`src/verilog/pwr_seq_pkg.sv`:
```
package pwr_seq_pkg;
   // ****************************************
   // clock and timing
   // ****************************************
   localparam int CLK_HZ = 40_000_000;
   localparam int CYC_PER_MS = CLK_HZ / 1000;
   localparam int ON_MIN_MS = 100;
   localparam int ON_MAX_MS = 2000;
   localparam int OFF_MIN_MS = 3000;
   localparam int OFF_MAX_MS = 8000;
   localparam int RST_MIN_MS = 700;
   localparam int RST_MAX_MS = 1000;
   localparam int SUPPLY_WAIT_MS = 30;
   // host targets, inside each window, centred only for reset
   localparam int ON_HOLD_MS = 500;
   localparam int OFF_HOLD_MS = 5000;
   localparam int RST_HOLD_MS = 850;
   localparam int MS_W = 16;
   localparam logic [MS_W-1:0] MS_ZERO = 16'h0000;
   localparam logic [MS_W-1:0] MS_ONE = 16'h0001;
   localparam logic [MS_W-1:0] MS_MAX = 16'hFFFF;
   localparam int PRE_W = 16;
   localparam logic [PRE_W-1:0] PRE_ZERO = 16'h0000;
   localparam logic [PRE_W-1:0] PRE_ONE = 16'h0001;

   // ****************************************
   // host commands
   // ****************************************
   typedef enum logic [1:0] {
      CMD_ON,
      CMD_OFF,
      CMD_RESET
   } cmd_t;
endpackage : pwr_seq_pkg

```
`src/verilog/pwr_key_if.sv`:
```
`timescale 1ns/100ps
`default_nettype none
interface pwr_key_if;
   // open-drain lines, wire level resolved by the testbench
   logic power_key_n_o;
   logic power_key_n_oe;
   logic power_key_n;
   logic hard_reset_n_o;
   logic hard_reset_n_oe;
   logic hard_reset_n;
   modport host (
      output power_key_n_o, power_key_n_oe,
      output hard_reset_n_o, hard_reset_n_oe,
      input power_key_n, hard_reset_n
   );
   modport dev (
      input power_key_n, hard_reset_n
   );
endinterface : pwr_key_if
`default_nettype wire

```
`src/verilog/module_power_key_reset_control.sv`:
```
`timescale 1ns/100ps
`default_nettype none
// Summary of operation
// - off: key low 100ms-2s then release powers on
// - on: key low 3s-8s then release shuts down
// - on: reset low 700ms-1s then release resets
// - host waits 30ms after stable supply
// - after software off, low key powers on
// - supply loss powers off, no deregistration
// - host only pulls key low, open drain
// - host shuts down before removing supply; the testbench cuts supply while powered on, with no CMD_OFF first
module module_power_key_reset_control
   import pwr_seq_pkg::*;
#(
   // clock cycles per millisecond, lowered only to shorten simulation
   parameter int CYC_MS = CYC_PER_MS
)
(
   // clock and reset
   input wire logic CLK_SYS,
   input wire logic SRST,
   // link
   pwr_key_if.dev LINK,
   // supply and software
   input wire logic SUPPLY_OK,
   input wire logic SW_OFF,
   // status
   output logic POWERED,
   output logic RESET_PULSE,
   output logic DEREG_PULSE
);
   typedef enum logic [1:0] {
      ST_OFF,
      ST_ON,
      ST_SW_OFF
   } dstate_t;

   typedef struct packed {
      dstate_t st;
      logic [PRE_W-1:0] pre;
      logic [MS_W-1:0] key_ms;
      logic [MS_W-1:0] rst_ms;
      logic key_q;
      logic rst_q;
      logic powered;
      logic reset_pulse;
      logic dereg_pulse;
   } dev_t;

   dev_t s_r;
   dev_t s_nxt;
   logic tick;

   // ****************************************
   // next state
   // ****************************************
   always_comb begin
      s_nxt = s_r;
      s_nxt.reset_pulse = 1'b0;
      s_nxt.dereg_pulse = 1'b0;
      tick = (s_r.pre == PRE_W'(CYC_MS - 1));
      s_nxt.pre = tick ? PRE_ZERO : s_r.pre + PRE_ONE;
      s_nxt.key_q = LINK.power_key_n;
      s_nxt.rst_q = LINK.hard_reset_n;
      // millisecond low-time counters, saturating
      if (!s_r.key_q) begin
         if (tick && s_r.key_ms != MS_MAX) begin
            s_nxt.key_ms = s_r.key_ms + MS_ONE;
         end
      end else begin
         s_nxt.key_ms = MS_ZERO;
      end
      if (!s_r.rst_q) begin
         if (tick && s_r.rst_ms != MS_MAX) begin
            s_nxt.rst_ms = s_r.rst_ms + MS_ONE;
         end
      end else begin
         s_nxt.rst_ms = MS_ZERO;
      end
      case (s_r.st)
         ST_OFF: begin
            if (SUPPLY_OK && s_r.key_q == 1'b0 && LINK.power_key_n
                && s_r.key_ms >= MS_W'(ON_MIN_MS)
                && s_r.key_ms <= MS_W'(ON_MAX_MS)) begin
               s_nxt.st = ST_ON;
            end
         end
         ST_ON: begin
            if (SW_OFF) begin
               s_nxt.st = ST_SW_OFF;
               s_nxt.dereg_pulse = 1'b1;
            end else if (s_r.key_q == 1'b0 && LINK.power_key_n
                && s_r.key_ms >= MS_W'(OFF_MIN_MS)
                && s_r.key_ms <= MS_W'(OFF_MAX_MS)) begin
               s_nxt.st = ST_OFF;
               s_nxt.dereg_pulse = 1'b1;
            end else if (s_r.rst_q == 1'b0 && LINK.hard_reset_n
                && s_r.rst_ms >= MS_W'(RST_MIN_MS)
                && s_r.rst_ms <= MS_W'(RST_MAX_MS)) begin
               s_nxt.reset_pulse = 1'b1;
            end
         end
         ST_SW_OFF: begin
            // a low key here restarts the module at once
            if (!s_r.key_q) begin
               s_nxt.st = ST_ON;
            end
         end
         default: begin
            s_nxt.st = ST_OFF;
         end
      endcase
      // loss of supply wins over everything, no deregistration
      if (!SUPPLY_OK) begin
         s_nxt.st = ST_OFF;
         s_nxt.dereg_pulse = 1'b0;
         s_nxt.reset_pulse = 1'b0;
      end
      s_nxt.powered = (s_nxt.st == ST_ON);
   end

   // ****************************************
   // state register
   // ****************************************
   always_ff @(posedge CLK_SYS) begin
      if (SRST) begin
         s_r <= '{st: ST_OFF, pre: PRE_ZERO, key_ms: MS_ZERO,
                  rst_ms: MS_ZERO, key_q: 1'b1, rst_q: 1'b1,
                  powered: 1'b0, reset_pulse: 1'b0, dereg_pulse: 1'b0};
      end else begin
         s_r <= s_nxt;
      end
   end

   assign POWERED = s_r.powered;
   assign RESET_PULSE = s_r.reset_pulse;
   assign DEREG_PULSE = s_r.dereg_pulse;
endmodule : module_power_key_reset_control
`default_nettype wire

```
`src/flat_wrapper.sv`:
```
// flat-port wrapper written by rule: the top's interface ports become plain ports
module module_power_key_reset_control_flat import pwr_seq_pkg::*;
#(
                                                                      
   parameter int CYC_MS = CYC_PER_MS
)
  (CLK_SYS, SRST, SUPPLY_OK, SW_OFF, POWERED, RESET_PULSE, DEREG_PULSE, LINK_power_key_n, LINK_hard_reset_n);
  pwr_key_if LINK_i ();
  input wire logic CLK_SYS;
  input wire logic SRST;
  input wire logic SUPPLY_OK;
  input wire logic SW_OFF;
  output logic POWERED;
  output logic RESET_PULSE;
  output logic DEREG_PULSE;
  input wire logic [$bits(LINK_i.power_key_n)-1:0] LINK_power_key_n;
  input wire logic [$bits(LINK_i.hard_reset_n)-1:0] LINK_hard_reset_n;
  assign LINK_i.power_key_n = LINK_power_key_n;
  assign LINK_i.hard_reset_n = LINK_hard_reset_n;
  module_power_key_reset_control #(.CYC_MS(CYC_MS)) u_core (.CLK_SYS(CLK_SYS), .SRST(SRST), .LINK(LINK_i), .SUPPLY_OK(SUPPLY_OK), .SW_OFF(SW_OFF), .POWERED(POWERED), .RESET_PULSE(RESET_PULSE), .DEREG_PULSE(DEREG_PULSE));
endmodule
```
`config.mk`:
```
export PLATFORM = sky130hd
export DESIGN_NAME = module_power_key_reset_control_flat
export DESIGN_NICKNAME = d
export VERILOG_FILES = /design/src/verilog/pwr_seq_pkg.sv /design/src/verilog/pwr_key_if.sv /design/src/verilog/module_power_key_reset_control.sv /design/src/flat_wrapper.sv
export SDC_FILE = /design/constraint.sdc
export NUM_CORES = 1
export LEC_CHECK = 0
export BUFFER_PORTS_ARGS = -buffer_cell sky130_fd_sc_hd__buf_2
export CAP_MARGIN = 20
export CORE_MARGIN = 10
export CORE_UTILIZATION = 55
export CTS_BUF_LIST = sky130_fd_sc_hd__clkbuf_8 sky130_fd_sc_hd__clkbuf_16
export DETAILED_ROUTE_END_ITERATION = 16
export PLACE_DENSITY = 0.75
export SYNTH_ARGS = -nofsm -noshare
export SYNTH_HDL_FRONTEND = slang
export SYNTH_SLANG_ARGS = --single-unit
export TNS_END_PERCENT = 50
```
`constraint.sdc`:
```
create_clock -name CLK_SYS -period 4.2 [get_ports CLK_SYS]
set_input_delay 0.42 -clock CLK_SYS [delete_from_list [all_inputs] [get_ports CLK_SYS]]
set_output_delay 0.42 -clock CLK_SYS [all_outputs]
set_load 0.01 [all_outputs]
```
==> results.sh <==
export IMPL_outcome="completed"
export IMPL_critPathCaptureType="flip-flop"
export IMPL_initial_utilization=0.582
export IMPL_clk_pin_slew_worst_paths_ns=0.10
export IMPL_hold_violations=0
export IMPL_dp_final_hpwl_mm=4.01
export IMPL_p_clk_frac=0.385
export IMPL_drc=0
export IMPL_leakage_nw=0.972
export IMPL_numCtsBuffers=5
export IMPL_syn_nets=349
export IMPL_num_antenna_cells=0
export IMPL_cp_arrival_ns=2.52
export IMPL_synth_edf_count=0
export IMPL_die_area_sq_um=8350
export IMPL_drt_wl_total_mm=5.59
export IMPL_place_gp_congestion=0.850
export IMPL_cts_tree="built"
export IMPL_slew_violations=0
export IMPL_grt_setup_unrepaired="false"
export IMPL_die_w_microns=91.4
export IMPL_crit_required_ns=4.44
export IMPL_crit_fanout=12
export IMPL_setup_tns_final_ns=0
export IMPL_power_density_nw_per_um2=303
export IMPL_setup_violations=0
export IMPL_combPwrFrac=0.022
export IMPL_areaGrowthSynthToFinish_pct=4.91
export IMPL_cts_sinks=55
export IMPL_yosysWarnings=0
export IMPL_tightest_slew_ns=0.538
export IMPL_worst_slack_ns=1.92
export IMPL_pwr_share_seq=0.593
export IMPL_crit_type="flip-flop to flip-flop"
export IMPL_p_int_w=0.000706
export IMPL_num_rows=25
export IMPL_dr_total_vias=2356
export IMPL_chipHeight_microns=91.4
export IMPL_grt_use_total=0.136
export IMPL_antenna_found_initial=0
export IMPL_grt_pass1_wl_mm=9.85
export IMPL_max_slew_margin=0.638
export IMPL_syn_avg_cell_area_sq_um=8.30
export IMPL_switching_power_w=0.000184
export IMPL_netlist_area_sq_um=2800
export IMPL_drt_pass1_iter_count=4
export IMPL_cts_repair_resized=0
export IMPL_antenna_left=0
export IMPL_fmax_ghz=0.438
export IMPL_drt_iter0_drc=114
export IMPL_io_pins=9
export IMPL_fin_worst_skew_ns=0.0131
export IMPL_detail_route_wl_per_cell_microns=13.8
export IMPL_hold_slack_ns=0.305
export IMPL_synth_seq_area_share=0.393
export IMPL_cts_buffer_depth=2
export IMPL_synthFlopType="dfxtp_1"
export IMPL_synth_cells=338
export IMPL_swShare=0.207
export IMPL_ctsHtreeMaxLevel=2
export IMPL_async_reset_ff_frac=0
export IMPL_port_buffers=8
export IMPL_synth_top_cell_area_share=0.393
export IMPL_core_sq_um=4820
export IMPL_hp_class="input pin to flip-flop"
export IMPL_synth_most_common_cell="dfxtp_1"
export IMPL_via_per_inst=5.83
export IMPL_grt_pass1_vias=2182
export IMPL_cap_violations=0
export IMPL_power_w=0.000890
export IMPL_synth_seq_cells=55
export IMPL_synth_common_cells="dfxtp_1 (55), nor2_1 (43), a21oi_1 (23), nand3_1 (20), nand2_1 (19)"
export IMPL_post_cts_setup_buffers=0
export IMPL_yosysTopAreaCell="dfxtp_1"
export IMPL_cts_root_buf="clkbuf_8"
export IMPL_grt_max_degree=17
export IMPL_ys_top_cells_by_area="dfxtp_1 (39%), nor2_1 (5.8%), a21oi_1 (4.1%)"
export IMPL_fin_crit_ns=2.28
export IMPL_critPathLaunchType="flip-flop"
export IMPL_clk_insertion_delay_late_ns=0.31
export IMPL_pre_cts_ws_ns=1.96
export IMPL_overflow=0
export IMPL_layout_nets=348
export IMPL_peakVddDrop_mv=0.361
export IMPL_hold_buffers=0
export IMPL_min_period_over_period=0.544
export IMPL_drive_gt1_frac=0.0801
export IMPL_synth_cell_types=48
==> sequential cells by signal (all words and copies together), names as in the netlist <==
| name | count |
|---|---|
| u_core.DEREG_PULSE | 1 |
| u_core.s_r | 52 |
| u_core.RESET_PULSE | 1 |
| u_core.POWERED | 1 |
==> final timing paths <==
kind	from	endpoint	slack, ns	cells after the start
max	u_core.s_r[37]$_SDFF_PP0_	u_core.s_r[12]$_SDFFE_PP0P_	1.92	6
min	LINK_power_key_n	u_core.s_r[4]$_SDFF_PP1_	0.30	2
max reg2reg	u_core.s_r[37]$_SDFF_PP0_	u_core.s_r[12]$_SDFFE_PP0P_	1.92	6
min reg2reg	u_core.s_r[37]$_SDFF_PP0_	u_core.s_r[37]$_SDFF_PP0_	0.48	1
==> power by group through the flow <==
stage               Clock, W  Combinational [W]  Sequential, W
floorplan                  0          0.0000134       0.000539
global placement           0          0.0000190       0.000540
detailed placement         0          0.0000192       0.000540
CTS                 0.000348          0.0000200       0.000528
global route        0.000369          0.0000220       0.000529
finish              0.000342          0.0000199       0.000528
==> worst max-delay path, cell delays in order, from the launching register on <==
cell     delay (ns)
dfxtp_1        0.39
ha_1           0.23
and3_1         0.22
and4_1         0.40
nand4_1        0.38
or3_1          0.46
a21oi_1        0.14
==> layer usage <==
metal	GRT usage	part of all wire	wire [microns]
met5	0	0	0
met4	0.0457	0.020	114
met3	0.0263	0.030	166
met1	0.174	0.50	2770
met2	0.223	0.45	2540
==> final cells by class <==
| cell class | instances | area [sq um] |
|---|---|---|
| multi-input combinational | 258 | 1570 |
| inverter | 8 | 30.0 |
| timing repair buffer | 9 | 47.5 |
| clock inverter | 2 | 37.5 |
| sequential | 55 | 1100 |
| clock buffer | 5 | 68.8 |
| fill | 443 | 1880 |
| tap | 67 | 83.8 |
==> cell usage in the layout (no fill, tap or decap), types with 2 or more instances in the layout <==
master and count:
o21ai_0 18, nand3_1 20, mux2i_1 2, or3b_1 2, a22o_1 2, and4_4 2, nor2_1 43, nand2b_1 4
and3_1 6, a41oi_1 3, or3_1 16, clkbuf_8 5, nand4_1 18, xnor2_1 11, inv_1 7, and2_1 3
ha_1 5, dfxtp_1 55, nor4_1 7, o21a_1 3, a31oi_1 3, or2_2 5, nand2_1 19, buf_2 8
xor2_1 11, and4_1 8, a21oi_1 23, nor3_1 5, or4_1 4
==> through the flow <==
stage / cell area (sq um) / util / cells
6_report: 2940 / 0.611 / 404
5_1_grt: 2940 / 0.611 / 404
4_1_cts: 2940 / 0.611 / 404
3_5_place_dp: 2840 / 0.589 / 397
3_3_place_gp: 2840 / 0.589 / 397
2_1_floorplan: 2800 / - / 338
==> kinds of logic (layout without fill, tap and decap cells) <==
| logic type | Yosys count | after routing | synth area share |
|---|---|---|---|
| flops | 55 | 55 | 0.393 |
| simple gates | 170 | 170 | 0.338 |
| mux | 2 | 2 | 0.00714 |
| xor+xnor | 22 | 22 | 0.0687 |
| buf+inv | 25 | 24 | 0.0464 |
| compound gates | 59 | 59 | 0.125 |
| fa+ha+maj | 5 | 5 | 0.0223 |
Power figures use the tool's default switching activity.
